## config.mk

```make
export PLATFORM = sky130hd
export DESIGN_NAME = bdr_bank
export DESIGN_NICKNAME = d
export VERILOG_FILES = /design/src/design/bdr_pkg.sv /design/src/design/bdr_bank.sv
export SDC_FILE = /design/constraint.sdc
export NUM_CORES = 1
export LEC_CHECK = 0
export ABC_AREA = 1
export BUFFER_PORTS_ARGS = -buffer_cell sky130_fd_sc_hd__buf_2
export CORE_MARGIN = 3
export CORE_UTILIZATION = 60
export CTS_BUF_LIST = sky130_fd_sc_hd__clkbuf_16
export DETAILED_ROUTE_END_ITERATION = 8
export PLACE_DENSITY_LB_ADDON = 0.25
export SYNTH_ARGS = -nofsm -noshare
export SYNTH_HDL_FRONTEND = slang
export SYNTH_SLANG_ARGS = --single-unit
```

## constraint.sdc

```tcl
create_clock -name mclk -period 2.8 [get_ports mclk]
set_input_delay 0.84 -clock mclk [delete_from_list [all_inputs] [get_ports mclk]]
set_output_delay 0.84 -clock mclk [all_outputs]
set_load 0.02 [all_outputs]
```

## src/design/bdr_pkg.sv

```systemverilog
/*
  Package for the backlight dimming register bank: register indices,
  reset values, field positions, bus address and serial states.
  Assumes a single system clock domain.
*/
package bdr_pkg;
  localparam logic [7:0] REG_BRT_HIGH = 8'h00;
  localparam logic [7:0] REG_DEV_CTL  = 8'h01;
  localparam logic [7:0] REG_BRT_LOW  = 8'h02;
  localparam logic [7:0] RST_BRT_HIGH = 8'hFF;
  localparam logic [7:0] RST_DEV_CTL  = 8'h00;
  localparam logic [7:0] RST_BRT_LOW  = 8'hF0;
  localparam logic [7:0] CTL_MASK     = 8'h0F;
  localparam logic [7:0] LOW_MASK     = 8'hF0;
  localparam int CTL_BACKLIGHT  = 0;
  localparam int CTL_PHASE      = 1;
  localparam int CTL_TEN_BIT    = 2;
  localparam int CTL_TWELVE_BIT = 3;
  localparam logic [6:0] SLAVE_ADDR = 7'h2D;
  typedef enum logic [2:0] {
    BDR_IDLE = 3'b000,
    BDR_ADDR = 3'b001,
    BDR_INDX = 3'b011,
    BDR_WDAT = 3'b010,
    BDR_RDAT = 3'b110,
    BDR_WAIT = 3'b111
  } bdr_state_t;
endpackage

```

## src/design/bdr_bank.sv

```systemverilog
/*
  Serial-bus register bank for a backlight driver: byte write and byte
  read transactions, three byte registers and the committed duty code.
  Assumes scl and sda come from pins asynchronous to mclk and that mclk
  is far faster than the bus clock; sda is open drain.
*/
// Contract
// - Each register is one byte, reached by byte read and byte write.
// - Undefined bit positions reset to zero.
// - Writing low brightness only stores it, the duty is unchanged.
// - Writing high brightness commits high byte and the low bits the mode uses at once.
// - In 8 bit mode the duty is brightness bits 11 to 4.
// - In 10 bit mode the duty is brightness bits 11 to 2.
// - In 12 bit mode the duty is all brightness bits 11 to 0.
// - Select bits 00, 01 and 10 pick 8, 10 and 12 bit resolution.
// - Phase shift is on exactly while its control bit is one.
// - Driver runs only while the backlight bit and enable pin are high.
// - Low register upper nibble holds bits 3 to 0, used in 10/12 bit.
// - Device answers address bytes 5A for write and 5B for read.
// - A write is address, index, data; data goes to the indexed register.
// - A read is address, index, repeated address, then returned data.
`timescale 1ns/1ns
module bdr_bank
  import bdr_pkg::*;
(
  input  wire logic        mclk,
  input  wire logic        sys_rst,
  input  wire logic        scl_in,
  input  wire logic        sda_in,
  input  wire logic        en_pin,
  output logic             sda_out,
  output logic             sda_oe,
  output logic [11:0]      dimming_duty,
  output logic [1:0]       dimming_mode,
  output logic             phase_shift_on,
  output logic             driver_enable
);
  logic [2:0] scl_s_q, scl_s_d, sda_s_q, sda_s_d;
  logic       en_s_q, en_r_q;
  bdr_state_t st_q, st_d;
  logic [7:0] sh_q, sh_d;
  logic [3:0] cnt_q, cnt_d;
  logic       ack_q, ack_d, rd_q, rd_d, oe_q, oe_d, so_q, so_d;
  logic [7:0] idx_q, idx_d;
  logic [7:0] hi_q, hi_d, ctl_q, ctl_d, lo_q, lo_d;
  logic [11:0] duty_q, duty_d;
  logic [1:0]  mode_q, mode_d;
  logic        ps_q, ps_d, drv_q, drv_d;
  logic        scl_r, scl_f, start_c, stop_c, sda_v, scl_v;

  function automatic logic [7:0] reg_read(input logic [7:0] i,
      input logic [7:0] h, input logic [7:0] c, input logic [7:0] l);
    unique case (i)
      REG_BRT_HIGH: reg_read = h;
      REG_DEV_CTL:  reg_read = c & CTL_MASK;
      REG_BRT_LOW:  reg_read = l & LOW_MASK;
      default:      reg_read = 8'h00;
    endcase
  endfunction

  // Pin synchronisers, stage 0 read only by stage 1
  always_comb begin
    scl_s_d = {scl_s_q[1:0], scl_in};
    sda_s_d = {sda_s_q[1:0], sda_in};
  end
  assign scl_v   = scl_s_q[1];
  assign sda_v   = sda_s_q[1];
  assign scl_r   = scl_s_q[1] & ~scl_s_q[2];
  assign scl_f   = ~scl_s_q[1] & scl_s_q[2];
  assign start_c = scl_v & scl_s_q[2] & ~sda_v & sda_s_q[2];
  assign stop_c  = scl_v & scl_s_q[2] & sda_v & ~sda_s_q[2];

  // Serial protocol engine
  always_comb begin
    st_d  = st_q;
    sh_d  = sh_q;
    cnt_d = cnt_q;
    ack_d = ack_q;
    rd_d  = rd_q;
    oe_d  = oe_q;
    so_d  = so_q;
    idx_d = idx_q;
    hi_d  = hi_q;
    ctl_d = ctl_q;
    lo_d  = lo_q;
    if (start_c) begin
      st_d  = BDR_ADDR;
      cnt_d = 4'h0;
      ack_d = 1'b0;
      oe_d  = 1'b0;
    end else if (stop_c) begin
      st_d = BDR_IDLE;
      oe_d = 1'b0;
    end else if (st_q != BDR_IDLE && st_q != BDR_WAIT) begin
      if (scl_r && !ack_q && st_q != BDR_RDAT) begin
        sh_d  = {sh_q[6:0], sda_v};
        cnt_d = cnt_q + 4'h1;
      end else if (scl_r && st_q == BDR_RDAT && !ack_q) begin
        cnt_d = cnt_q + 4'h1;
      end else if (scl_r && ack_q && st_q == BDR_RDAT && !rd_q) begin
        if (sda_v) st_d = BDR_WAIT; // Master nack ends read
        else st_d = BDR_WAIT;       // One byte per read transaction
      end
      if (scl_f) begin
        if (ack_q) begin
          ack_d = 1'b0;
          cnt_d = 4'h0;
          oe_d  = 1'b0;
          if (st_q == BDR_RDAT) begin
            oe_d = ~sh_q[7] ? 1'b1 : 1'b0;
            so_d = 1'b0;
          end
        end else if (st_q == BDR_RDAT && cnt_q == 4'h8) begin
          ack_d = 1'b1;
          oe_d  = 1'b0;
        end else if (st_q == BDR_RDAT) begin
          sh_d = {sh_q[6:0], 1'b0};
          oe_d = ~sh_q[6];
          so_d = 1'b0;
        end else if (cnt_q == 4'h8) begin
          ack_d = 1'b1;
          oe_d  = 1'b1;
          so_d  = 1'b0;
          unique case (st_q)
            BDR_ADDR: begin
              if (sh_q[7:1] != SLAVE_ADDR) begin
                st_d = BDR_WAIT;
                ack_d = 1'b0;
                oe_d = 1'b0;
              end else if (sh_q[0]) begin
                st_d = BDR_RDAT;
                rd_d = 1'b1;
              end else begin
                st_d = BDR_INDX;
                rd_d = 1'b0;
              end
            end
            BDR_INDX: begin
              idx_d = sh_q;
              st_d  = BDR_WDAT;
            end
            BDR_WDAT: begin
              unique case (idx_q)
                REG_BRT_HIGH: hi_d = sh_q;
                REG_DEV_CTL:  ctl_d = sh_q & CTL_MASK;
                REG_BRT_LOW:  lo_d = sh_q & LOW_MASK;
                default: ;
              endcase
              st_d = BDR_WAIT;
            end
            default: st_d = BDR_WAIT;
          endcase
        end
      end
      // Load read data as the address ack completes
      if (scl_f && ack_q && st_q == BDR_RDAT && cnt_q == 4'h8 && rd_q) begin
        sh_d = reg_read(idx_q, hi_q, ctl_q, lo_q);
        oe_d = ~sh_d[7];
        so_d = 1'b0;
        cnt_d = 4'h0;
        rd_d = 1'b0;
      end
    end else if (st_q == BDR_WAIT) begin
      // Release the last ack even after the byte is done
      if (scl_f && ack_q) begin
        ack_d = 1'b0;
        oe_d  = 1'b0;
      end
    end
  end

  // Duty commit and control outputs
  always_comb begin
    duty_d = duty_q;
    if (st_q == BDR_WDAT && scl_f && !ack_q && cnt_q == 4'h8
        && idx_q == REG_BRT_HIGH) begin
      unique case (ctl_q[CTL_TWELVE_BIT:CTL_TEN_BIT])
        2'b01:   duty_d = {2'b00, sh_q, lo_q[7:6]};
        2'b10:   duty_d = {sh_q, lo_q[7:4]};
        default: duty_d = {4'h0, sh_q};
      endcase
    end
    mode_d = ctl_q[CTL_TWELVE_BIT:CTL_TEN_BIT];
    ps_d   = ctl_q[CTL_PHASE];
    drv_d  = ctl_q[CTL_BACKLIGHT] & en_r_q;
  end

  always_ff @(posedge mclk or posedge sys_rst) begin
    if (sys_rst) begin
      scl_s_q <= 3'b111;
      sda_s_q <= 3'b111;
      en_s_q  <= 1'b0;
      en_r_q  <= 1'b0;
      st_q    <= BDR_IDLE;
      sh_q    <= 8'h00;
      cnt_q   <= 4'h0;
      ack_q   <= 1'b0;
      rd_q    <= 1'b0;
      oe_q    <= 1'b0;
      so_q    <= 1'b0;
      idx_q   <= 8'h00;
      hi_q    <= RST_BRT_HIGH;
      ctl_q   <= RST_DEV_CTL;
      lo_q    <= RST_BRT_LOW;
      duty_q  <= {4'h0, RST_BRT_HIGH};
      mode_q  <= 2'b00;
      ps_q    <= 1'b0;
      drv_q   <= 1'b0;
    end else begin
      scl_s_q <= scl_s_d;
      sda_s_q <= sda_s_d;
      en_s_q  <= en_pin;
      en_r_q  <= en_s_q;
      st_q    <= st_d;
      sh_q    <= sh_d;
      cnt_q   <= cnt_d;
      ack_q   <= ack_d;
      rd_q    <= rd_d;
      oe_q    <= oe_d;
      so_q    <= so_d;
      idx_q   <= idx_d;
      hi_q    <= hi_d;
      ctl_q   <= ctl_d;
      lo_q    <= lo_d;
      duty_q  <= duty_d;
      mode_q  <= mode_d;
      ps_q    <= ps_d;
      drv_q   <= drv_d;
    end
  end

  assign sda_out        = so_q;
  assign sda_oe         = oe_q;
  assign dimming_duty   = duty_q;
  assign dimming_mode   = mode_q;
  assign phase_shift_on = ps_q;
  assign driver_enable  = drv_q;

  a_ctl_undef_zero: assert property (@(posedge mclk) disable iff (sys_rst)
    ctl_q[7:4] == 4'h0) else $error("control upper bits not zero");
  a_low_undef_zero: assert property (@(posedge mclk) disable iff (sys_rst)
    lo_q[3:0] == 4'h0) else $error("low register lower bits set");
  a_low_no_commit: assert property (@(posedge mclk) disable iff (sys_rst)
    (lo_q != $past(lo_q)) |-> duty_q == $past(duty_q))
    else $error("low write moved duty");
  a_duty_only_hi: assert property (@(posedge mclk) disable iff (sys_rst)
    (duty_q != $past(duty_q)) |-> $past(idx_q) == REG_BRT_HIGH)
    else $error("duty changed without high write");
  a_eight_bit_map: assert property (@(posedge mclk) disable iff (sys_rst)
    (duty_q != $past(duty_q) && $past(ctl_q[3:2]) == 2'b00)
    |-> duty_q[11:8] == 4'h0) else $error("8 bit duty too wide");
  a_ten_bit_map: assert property (@(posedge mclk) disable iff (sys_rst)
    (duty_q != $past(duty_q) && $past(ctl_q[3:2]) == 2'b01)
    |-> duty_q[1:0] == $past(lo_q[7:6])) else $error("10 bit low");
  a_twelve_map: assert property (@(posedge mclk) disable iff (sys_rst)
    (duty_q != $past(duty_q) && $past(ctl_q[3:2]) == 2'b10)
    |-> duty_q[3:0] == $past(lo_q[7:4])) else $error("12 bit low");
  a_mode_follow: assert property (@(posedge mclk) disable iff (sys_rst)
    ##1 mode_q == $past(ctl_q[3:2])) else $error("mode lag");
  a_phase_follow: assert property (@(posedge mclk) disable iff (sys_rst)
    ##1 ps_q == $past(ctl_q[1])) else $error("phase bit lag");
  a_drv_gate: assert property (@(posedge mclk) disable iff (sys_rst)
    driver_enable |-> $past(ctl_q[0]) && $past(en_r_q))
    else $error("driver on while gated");
  a_ack_release: assert property (@(posedge mclk) disable iff (sys_rst)
    (st_q == BDR_WAIT && scl_f && ack_q) |=> !oe_q)
    else $error("ack not released");
  a_drive_low: assert property (@(posedge mclk) disable iff (sys_rst)
    sda_oe |-> !sda_out) else $error("sda driven high");
endmodule // bdr_bank

```

# Word level (Yosys, flattened, before mapping)
# Cells that the tools add are included.
[op_classes]
addsub = 1
eq_ne = 23
muxes = 73
bitwise_logic = 19
n_reduce_logical = 41
[ops]
columns = ["operator", "count"]
rows = [
  ["$mux 8", 10],
  ["$reduce_and 10->1", 4],
  ["$mux 1", 39],
  ["$mux 3", 13],
  ["$mux 4", 8],
  ["$pmux 12 s2", 1],
  ["$pmux 8 s3", 1],
  ["$logic_and 1x1->1", 17],
  ["$reduce_bool 3->1", 5],
  ["$not 1->1", 11],
  ["$ne 3x3->1 const B", 3],
  ["$reduce_and 9->1", 1],
  ["$and 1x1->1", 8],
  ["$eq 8x1->1 const B", 1],
  ["$eq 8x2->1 const B", 1],
  ["$logic_not 8->1", 1],
  ["$ne 2x1->1 const B", 4],
  ["$ne 8x4->1 const B", 1],
  ["$reduce_and 4->1", 2],
  ["$reduce_bool 2->1", 4],
  ["$reduce_bool 4->1", 2],
  ["$ne 7x6->1 const B", 1],
  ["$reduce_and 7->1", 1],
  ["$eq 3x2->1 const B", 2],
  ["other kinds (14)", 16],
]
[word_totals]
reg_bits = 67
inputBits = 5
output_inout_bits = 18
wordCells = 176

# Longest topological paths before layout
# Gate-level depths: netlist (run 1).
[logic_depth]
ltp_word = 16
depth_mapped = 12
mapped_depth_nobuf = 11

# Worst setup path after synthesis (run 1)
# Ideal clock, no wire load.
[synth_timing]
path_kind = "flip-flop to flip-flop"
startpoint = "register cnt_q[0]"
endpoint = "register hi_q[0]"
arrival_ns = 1.564
setup_slack_ns = 1.157
path_stages_with_launch = 13
n_path_buf = 1
synth_period_minus_slack_ns = 1.643
path_cell_list = "dfrtp_1 inv_1 ha_1 nand2_2 nor2_4 nand2_2 nor2_4 nand2_2 nor2_4 nand2_4 buf_6 nand2_1 o21ai_2"
[synth_via]
elab_chain_cells = 4
[synth_lines]
columns = ["item", "line", "text"]
rows = [
  ["start: declaration", "bdr_bank.sv:42", "logic [3:0] cnt_q, cnt_d;"],
  ["start signal: assignment", "bdr_bank.sv:216", "cnt_q <= cnt_d;"],
  ["$eq 4x4->1 (*)", "bdr_bank.sv:113, bdr_bank.sv:120", ""],
  ["$logic_and 1x1->1", "bdr_bank.sv:113", "end else if (st_q == BDR_RDAT && cnt_q == 4'h8) begin"],
  ["$not 1->1 (no line)", "n/a", ""],
  ["$reduce_and 10->1 (no line) (*)", "n/a", ""],
  ["end signal: assignment", "bdr_bank.sv:222", "hi_q <= hi_d;"],
  ["end: declaration", "bdr_bank.sv:45", "logic [7:0] hi_q, hi_d, ctl_q, ctl_d, lo_q, lo_d;"],
]
# Mark *: on every way between the ends. The rest lies on a longest branch, timed or not.
# A chain may end at the register's enable or synchronous reset.

# Worst setup path after layout (run 1)
[layout_timing]
startpoint = "register cnt_q[0]"
endpoint = "register sh_q[1]"
[layout_via]
elab_chain_cells = 6
elab_cells_between_ends = 8
[layout_lines]
columns = ["item", "line", "text"]
rows = [
  ["$eq 4x4->1 (*)", "bdr_bank.sv:113, bdr_bank.sv:156", ""],
  ["$logic_and 1x1->1", "bdr_bank.sv:113", ""],
  ["$mux 8", "bdr_bank.sv:113", ""],
  ["$mux 8", "bdr_bank.sv:105", "if (ack_q) begin"],
  ["$mux 8", "bdr_bank.sv:104", "if (scl_f) begin"],
  ["$mux 8 (*)", "bdr_bank.sv:156", "if (scl_f && ack_q && st_q == BDR_RDAT && cnt_q == 4'h8 && rd_q) begin"],
  ["end signal: assignment", "bdr_bank.sv:195", "sh_q <= 8'h00;"],
  ["end signal: assignment", "bdr_bank.sv:215", "sh_q <= sh_d;"],
  ["end: declaration", "bdr_bank.sv:41", "logic [7:0] sh_q, sh_d;"],
]
# Marked as above.

==> results by group, run 1 <==
Outcome
  • Status: completed

Synth
  • Yosys warns: 0
  • Synth Area in Adders: 1.459%
  • XOR/XNOR share of the synthesized area: 0.7661%
  • Mapped cell area: 3430 um2
  • Synth Instances: 411
  • Syn Nets: 420
  • Multiplexer share of the synthesized area: 2.335%
  • Synth Area in Compound Gates: 12.22%
  • Count of cell types in the netlist: 35
  • Syn Area/Cell: 8.344 um2
  • Post-synthesis sequential area ratio: 49.11%
  • Seq cells post-synth: 66
  • Largest family of logic cells by synthesized area: simple AND/OR/NAND/NOR gates
  • Simple-gate share of the synthesized area: 27.18%

Floorplanning
  • Effective utilization at floorplan: 64.68%
  • Die width: 81.61 um
  • CORE AREA: 5303 um2
  • Num ports: 23
  • Row count: 26
  • Die area: 6659 um2
  • Die Height: 81.61 um

STA
  • Hold Violations, Final: 0
  • Max Clock Freq: 0.4248 GHz
  • Measured slew at the worst slew-check pin: 978.9 ps
  • Clock Skews: 5.392 ps
  • RSZ-0062 raised after global routing: false
  • Final Cycle Share: 84.07%
  • Fin. max-slew vios: 0
  • Rel. slew slack: 34.50%
  • Minimum clock period: 2354 ps
  • Setup violators final: 0
  • Setup TNS Final: 0 ps
  • WHS: 356.5 ps

Critical path
  • CP peak stage delay: 500 ps
  • Buffers and inverters on the worst path: 2
  • CP max FO: 14
  • Nature of the critical path endpoint: flip-flop
  • Most frequent cell on the critical path: nand2_1
  • CP max stage cell: nor2_2
  • Crit path DAT: 2560 ps
  • Critical-path cell list: inv_1 -> ha_1 -> nand2_2 -> nor2_4 -> nand2_1 -> nor2_2 -> inv_1 -> nand3_1 -> nand2_1 -> nand2_1 -> o21ai_1
  • Worst setup path class: reg2reg
  • CP top delay family: simple AND/OR/NAND/NOR gates
  • Critical path launch point type: flip-flop
  • Req. time, crit path: 3000 ps

Route
  • # DRC: 0
  • Initial DRC Count: 238
  • Routed WL: 7734 um
  • Routed vias/inst: 5.683
  • First-pass DRT Iterations: 5
  • Post-detailed-route wirelength per cell: 15.22 um
  • Final ANT Viol Nets: 0
  • Via count: 2887

Clocking
  • TritonCTS clock tree: built
  • Clk_lat worst skew: 330 ps
  • Hold Buf Count CTS: 0
  • Total CTS buffers: 9
  • Root buf cell: clkbuf_16
  • Postcts setup bufs: 0
  • H-tree levels: 3
  • CTS Buffer Depth: 2
  • Reg clk slew, reported paths: 50 ps
  • Clock sinks: 66
  • Post-CTS Resized: 0

Global routing
  • Vias in the first global route: 2779
  • Initial antenna violation count: 0
  • Overflow after GRT: 0
  • Largest net degree at the start of global routing: 41
  • Gr usage total: 26.81%
  • First-pass GRT wire length: 13220 um

Finish
  • Area delta synth->final: 11.67%
  • Final #Nets: 442
  • Share of cells above drive strength 1: 23.06%
  • # fillers: 406
  • Post-Layout Cell Count: 508
  • Antenna diodes: 0

Placement
  • Dpl cells: 492
  • Placer Congestion: 0.9705
  • Number of port buffers: 21
  • HPWL Detailed: 5434 um

Pwr
  • Peak supply drop: 413.7 uV
  • Total power: 2109 uW
  • Pwr per Cell Area: 550.7 nW/um2
  • Leakage: 0.001775 uW

Worst hold path
  • Hold WC Path Type: reg2reg

Run
  • Max-cap viol count: 0
==> layer usage <==
layer	part of all wire, %	routed length (um)	up-vias	GRT usage (%)
li1	-	-	1388	-
met3	7.2	553	20	5.592
met1	43	3320	1360	34.88
met5	0	0	-	0
met4	2.5	190	0	13.46
met2	47	3670	119	42.51
==> report_power, final <==
| part | switching [uW] | internal, uW |
|---|---|---|
| Clock | 380 | 581 |
| Combinational | 97.7 | 40.1 |
| Sequential | 26.5 | 984 |
==> final timing paths <==
path                       slack, ps  depth (start not counted)              end      from
max in group asynchronous       1580                          3  dimming_duty[7]   sys_rst
min                              360                          0           en_r_q    en_s_q
max reg2reg                      450                         11          sh_q[1]  cnt_q[0]
min reg2reg                      360                          0           en_r_q    en_s_q
min in group asynchronous        560                          2         ctl_q[1]   sys_rst
max                              450                         11          sh_q[1]  cnt_q[0]
==> registers in the layout (all words and copies together), names as in the netlist <==
| register | cells |
|---|---|
| sda_oe | 1 |
| scl_s_q | 3 |
| dimming_mode | 2 |
| ack_q | 1 |
| dimming_duty | 12 |
| idx_q | 8 |
| en_r_q | 1 |
| driver_enable | 1 |
| sh_q | 8 |
| rd_q | 1 |
| hi_q | 8 |
| en_s_q | 1 |
| cnt_q | 4 |
| lo_q | 4 |
| ctl_q | 4 |
| sda_s_q | 3 |
| phase_shift_on | 1 |
| st_q | 3 |
==> Yosys cell counts <==
cell | instances | share of area [%]
buf_2 | 4 | 0.58
xor2_1 | 3 | 0.77
clkbuf_1 | 2 | 0.22
nor2_4 | 5 | 1.6
nand2_4 | 1 | 0.33
a21oi_1 | 2 | 0.29
ha_1 | 4 | 1.5
o21ai_0 | 20 | 2.9
o211ai_1 | 1 | 0.22
o21ai_1 | 25 | 3.6
buf_6 | 1 | 0.33
mux2i_1 | 8 | 2.3
nand3b_1 | 2 | 0.44
nor3_2 | 1 | 0.29
o21bai_1 | 1 | 0.22
o31ai_1 | 2 | 0.44
nor2_1 | 18 | 2.0
nor2_2 | 3 | 0.55
dfrtp_1 | 40 | 29
dfstp_2 | 26 | 20
nand3_1 | 32 | 4.7
nand4_1 | 2 | 0.36
inv_2 | 7 | 0.77
nand3_2 | 4 | 1.2
a31oi_1 | 1 | 0.18
nor3_1 | 7 | 1.0
nand2_2 | 8 | 1.5
o22ai_1 | 11 | 2.0
clkinv_1 | 1 | 0.11
buf_4 | 4 | 0.88
o21ai_2 | 9 | 2.3
nand4_2 | 1 | 0.36
nand2_1 | 118 | 13
conb_1 | 1 | 0.11
inv_1 | 36 | 3.9
==> worst reg2reg max path, stage by stage, from the launching register on <==
cell,delay [ps]
dfrtp_1,410
inv_1,100
ha_1,180
nand2_2,70
nor2_4,170
nand2_1,90
nor2_2,500
inv_1,300
nand3_1,180
nand2_1,90
nand2_1,60
o21ai_1,70
==> cell families (layout without fill, tap and decap cells) <==
group / Yosys count / count (layout)
other: 1 / 1
flip-flops: 66 / 66
adder cells (fa/ha/maj): 4 / 4
AO/OA/AOI/OAI: 72 / 72
multiplexers: 8 / 8
XOR/XNOR: 3 / 3
buffers and inverters: 55 / 82
AND/OR/NAND/NOR: 202 / 202
==> cell type report <==
class | instances | area (um2) | share of cell area, %
Multi-Input combinational cell | 290 | 1511 | 39.46
Inverter | 44 | 165.2 | 4.312
Timing Repair Buffer | 22 | 125.1 | 3.267
Clock inverter | 7 | 31.28 | 0.8167
Sequential cell | 66 | 1684 | 43.97
Clock buffer | 9 | 225.2 | 5.880
Tap cell | 70 | 87.58 | 2.287
==> per-stage QoR <==
| step | setup slack, ps | util [%] | area [um2] |
|---|---|---|---|
| 6_report | 446.1 | 72.23 | 3830 |
| 5_1_grt | 259.3 | 72.23 | 3830 |
| 4_1_cts | 489.5 | 72.23 | 3830 |
| 3_5_place_dp | 543.2 | 67.39 | 3573 |
| 3_3_place_gp | 705.2 | 67.39 | 3573 |
| 2_1_floorplan | 348.2 | - | 3430 |
==> layout by cell type, fill, tap and decap left out, types with 7 or more instances in the layout <==
master,count
o21ai_0,20
nand2_1,118
nand2_2,8
nor2_1,18
o21ai_2,9
dfstp_2,26
dfrtp_1,40
o22ai_1,11
inv_1,38
buf_2,21
nand3_1,32
o21ai_1,25
nor3_1,7
clkbuf_16,9
inv_2,8
mux2i_1,8
Power figures use the tool's default switching activity.
==> run 2, diff against run 1 <==
Settings changed: ABC_AREA 1 to 0, CORE_UTILIZATION 60 to 54.
Clock period 2.8 ns to 2 ns, I/O delays scaled along.
==> run 2 against run 1 <==
- the flow now finishes with violations (negative setup slack)
- design area is 6.9% higher
- register-to-register slack lost 630 ps
- sequential share of layout area is 2.8 points lower
- utilization down 0.54 points
- combinational power rose to 3.3 times the previous value
- clock skew increased by 2.4 ps
- count of clock-buffer cells in the layout unchanged
- die area rose by 6.4%
- total power rose by 65%
- hold slack got worse by 79 ps
- via count decreased by 8.3%
- critical path depth down 6
- critical endpoint is now hi_q[2]
- largest cell class unchanged
- largest power group is now the clock network
==> results by group, run 2 <==
Floorplanning
  • Die width: 84.20 um (was 81.61 um)
  • Effective utilization at floorplan: 57.83% (was 64.68%)
  • Die area: 7089 um2 (was 6659 um2)
  • Row count: 27 (was 26)
  • Num ports: 23 (unchanged)
  • Die Height: 84.20 um (was 81.61 um)
  • CORE AREA: 5709 um2 (was 5303 um2)

Synth
  • Yosys warns: 0 (unchanged)
  • Post-synthesis sequential area ratio: 51.00% (was 49.11%)
  • Count of cell types in the netlist: 59 (was 35)
  • Largest area contributor in the netlist: dfrtp_1 (unchanged)
  • Predominant post-synthesis flop cell: dfrtp_1 (unchanged)
  • Synth Instances: 310 (was 411)
  • Most frequent cell after synthesis: dfrtp_1 (was nand2_1)
  • Most frequent cells after synthesis: dfrtp_1 (40), nand2_1 (31), dfstp_2 (26), nor2_1 (23) (was nand2_1 (118), dfrtp_1 (40), inv_1 (36), nand3_1 (32), dfstp_2 (26))
  • Syn Nets: 319 (was 420)
  • Mapped cell area: 3302 um2 (was 3430 um2)
  • Largest cells by area after synthesis: dfrtp_1 (30%), dfstp_2 (21%), mux2_2 (6.1%) (was dfrtp_1 (29%), dfstp_2 (20%), nand2_1 (13%))
  • Number of synthesized flops with an enable pin: 0 (unchanged)
  • Syn Area/Cell: 10.65 um2 (was 8.344 um2)
  • Share of the synthesized area in the top cell type: 30.31% (was 29.19%)
  • Post-synth ARST share: 100.0% (unchanged)
  • Seq cells post-synth: 66 (unchanged)

Global routing
  • Gr usage total: 22.66% (was 26.81%)
  • Vias in the first global route: 2415 (was 2779)
  • First-pass GRT wire length: 12480 um (was 13220 um)
  • Largest net degree at the start of global routing: 49 (was 41)
  • Overflow after GRT: 0 (unchanged)
  • Initial antenna violation count: 0 (unchanged)

Clocking
  • Clk_lat worst skew: 330 ps (about the same)
  • CTS Buffer Depth: 2 (unchanged)
  • Hold Buf Count CTS: 0 (unchanged)
  • Total CTS buffers: 9 (unchanged)
  • TritonCTS clock tree: built (unchanged)
  • H-tree levels: 3 (unchanged)
  • Reg clk slew, reported paths: 50 ps (about the same)
  • Clock sinks: 66 (unchanged)
  • Root buf cell: clkbuf_16 (unchanged)

Critical path
  • CP max FO: 32 (was 14)
  • CP top delay family: simple AND/OR/NAND/NOR gates (unchanged)
  • Nature of the critical path endpoint: flip-flop (unchanged)
  • Req. time, crit path: 2250 ps (was 3000 ps)
  • CP peak stage delay: 560 ps (was 500 ps)
  • Critical path launch point type: flip-flop (unchanged)
  • Crit path DAT: 2430 ps (was 2560 ps)
  • Buffers and inverters on the worst path: 1 (was 2)
  • Critical-path cell list: or4_4 -> nor4_4 -> or4b_4 -> buf_12 -> mux2_4 (was inv_1 -> ha_1 -> nand2_2 -> nor2_4 -> nand2_1 -> nor2_2 -> inv_1 -> nand3_1 -> nand2_1 -> nand2_1 -> o21ai_1)
  • Worst setup path class: reg2reg (unchanged)
  • CP max stage cell: or4_4 (was nor2_2)

Route
  • Final ANT Viol Nets: 0 (unchanged)
  • Post-detailed-route wirelength per cell: 17.73 um (was 15.22 um)
  • First-pass DRT Iterations: 6 (was 5)
  • # DRC: 0 (unchanged)
  • Initial DRC Count: 413 (was 238)
  • Routed WL: 7658 um (was 7734 um)
  • Routed vias/inst: 6.125 (was 5.683)
  • Via count: 2646 (was 2887)

Finish
  • Antenna diodes: 0 (unchanged)
  • Most common cell after layout, fill and taps aside: dfrtp_1 (was nand2_1)
  • Area delta synth->final: 23.95% (was 11.67%)
  • Max reg flops: 12 (unchanged)
  • # fillers: 396 (was 406)
  • Utilization after layout: 71.69% (was 72.23%)
  • Final #Nets: 364 (was 442)
  • Share of cells above drive strength 1: 40.00% (was 23.06%)
  • Post-Layout Cell Count: 432 (was 508)
  • Most frequent cells in the layout: dfrtp_1 (40), buf_4 (35), nand2_1 (30), dfstp_2 (26), nor2_1 (22) (was nand2_1 (118), dfrtp_1 (40), inv_1 (38), nand3_1 (32), dfstp_2 (26))

STA
  • WHS: 277.9 ps (was 356.5 ps)
  • Max Clock Freq: 0.4583 GHz (was 0.4248 GHz)
  • Minimum clock period: 2182 ps (was 2354 ps)
  • RSZ-0062 raised after global routing: true (was false)
  • Fin. max-slew vios: 0 (unchanged)
  • Final Cycle Share: 109.1% (was 84.07%)
  • Hold Violations, Final: 0 (unchanged)
  • Setup violators final: 29 (was 0)
  • Slack of the critical path: -181.9 ps (was 446.1 ps)
  • Clock Skews: 7.793 ps (was 5.392 ps)

Worst hold path
  • Hold WC Path Type: in2async (was reg2reg)

Pwr
  • Switching Share: 26.10% (was 23.89%)
  • P_int: 2568 uW (was 1605 uW)
  • Pwr per Cell Area: 848.9 nW/um2 (was 550.7 nW/um2)
  • Psw: 906.8 uW (was 503.9 uW)
  • Leakage: 0.001827 uW (was 0.001775 uW)
  • Clock network power share: 43.4% (was 45.6%)
  • Peak supply drop: 505.2 uV (was 413.7 uV)
  • Gate power share: 13.3% (was 6.5%)
  • Flop pwr share: 43.3% (was 47.9%)

Outcome
  • Failing checks: negative setup slack
  • Status: finished with violations (was completed)

Run
  • Max-cap viol count: 0 (unchanged)

Placement
  • Placer Congestion: 0.9313 (was 0.9705)
  • Number of port buffers: 21 (unchanged)
  • HPWL Detailed: 5107 um (was 5434 um)
  • Pre-CTS worst setup slack: -174.2 ps (was 543.2 ps)
  • Dpl cells: 412 (was 492)
## run 2: changes by cell type after synthesis, sizes merged, moves of 9 or more
cell	change
o21ai	-38
inv	-35
a21oi	+12
clkbuf	+16
nand2	-96
nand3	-29
o22ai	-9
mux2	+24
a22oi	+10
## run 2: logic make-up (layout without fill, tap and decap cells)
kind of cell / Yosys count / count (layout) / synth area share (%)
AOI/OAI and AO/OA: 74 / 74 / 15.61
muxes: 32 / 32 / 11.29
other: 1 / 1 / 0.1136
DFF: 66 / 66 / 51.00
buffers and inverters: 32 / 82 / 4.055
and+or+nand+nor: 100 / 100 / 16.14
adders and majority gates: 4 / 4 / 1.516
xor gates and xnor gates: 1 / 1 / 0.2653
## run 2: worst paths after layout
check | startpoint | endpoint | slack (ps) | cells past startpoint
min in group mclk | scl_s_q[0] | scl_s_q[1] | 360 | 0
worst max-delay path | idx_q[5] | hi_q[2] | -180 | 5
worst min register to register | scl_s_q[0] | scl_s_q[1] | 360 | 0
max in group asynchronous | sys_rst | hi_q[6] | 1110 | 3
worst max register to register | idx_q[5] | hi_q[2] | -180 | 5
worst min-delay path | sys_rst | cnt_q[3] | 280 | 2
## run 2: what timing repair did
action / CTS / global route
pin swaps: 1 / 11
endpoints found under the setup margin: 29 / 47
setup buffers: 0 / 4
gates resized for setup: 11 / 12
## run 2: metrics by stage
step / instance area [um2] / power (uW) / setup TNS (ps)
after global routing: 4093 / 3623 / -4838
after global placement: 3685 / 1936 / -1220
final: 4093 / 3474 / -2248
after floorplan: 3332 / 1758 / -1291
after detailed placement: 3685 / 1948 / -1968
after CTS: 4018 / 3461 / -1744
## run 2: routing by layer
layer | global-route usage (%) | up-vias | part of all wire [%]
met2 | 31.42 | 126 | 45
met5 | 0 | - | 0
met1 | 34.61 | 1285 | 46
met4 | 9.503 | 0 | 1.5
li1 | - | 1223 | -
met3 | 4.318 | 12 | 7.1
## run 2: power by group through the flow
stage / Sequential (uW) / Combinational [uW] / Clock [uW]
4_1_cts: 1500 / 435 / 1530
2_1_floorplan: 1470 / 284 / 0
5_1_grt: 1510 / 508 / 1610
3_3_place_gp: 1510 / 421 / 0
6_report: 1500 / 461 / 1510
3_5_place_dp: 1520 / 430 / 0
## run 2: cell type report
class	instances	area [um2]	area share (%)
sequential	66	1684	41.15
multi-input combinational	212	1589	38.83
timing repair buffer	58	407.9	9.966
clock buffer	9	225.2	5.503
tap	72	90.09	2.201
clock inverter	7	62.56	1.529
inverter	8	33.78	0.8254
## run 2: worst register-to-register path: stages (launching register included)
cell	delay [ps]
dfrtp_1	380
or4_4	560
nor4_4	160
or4b_4	500
buf_12	180
mux2_4	320
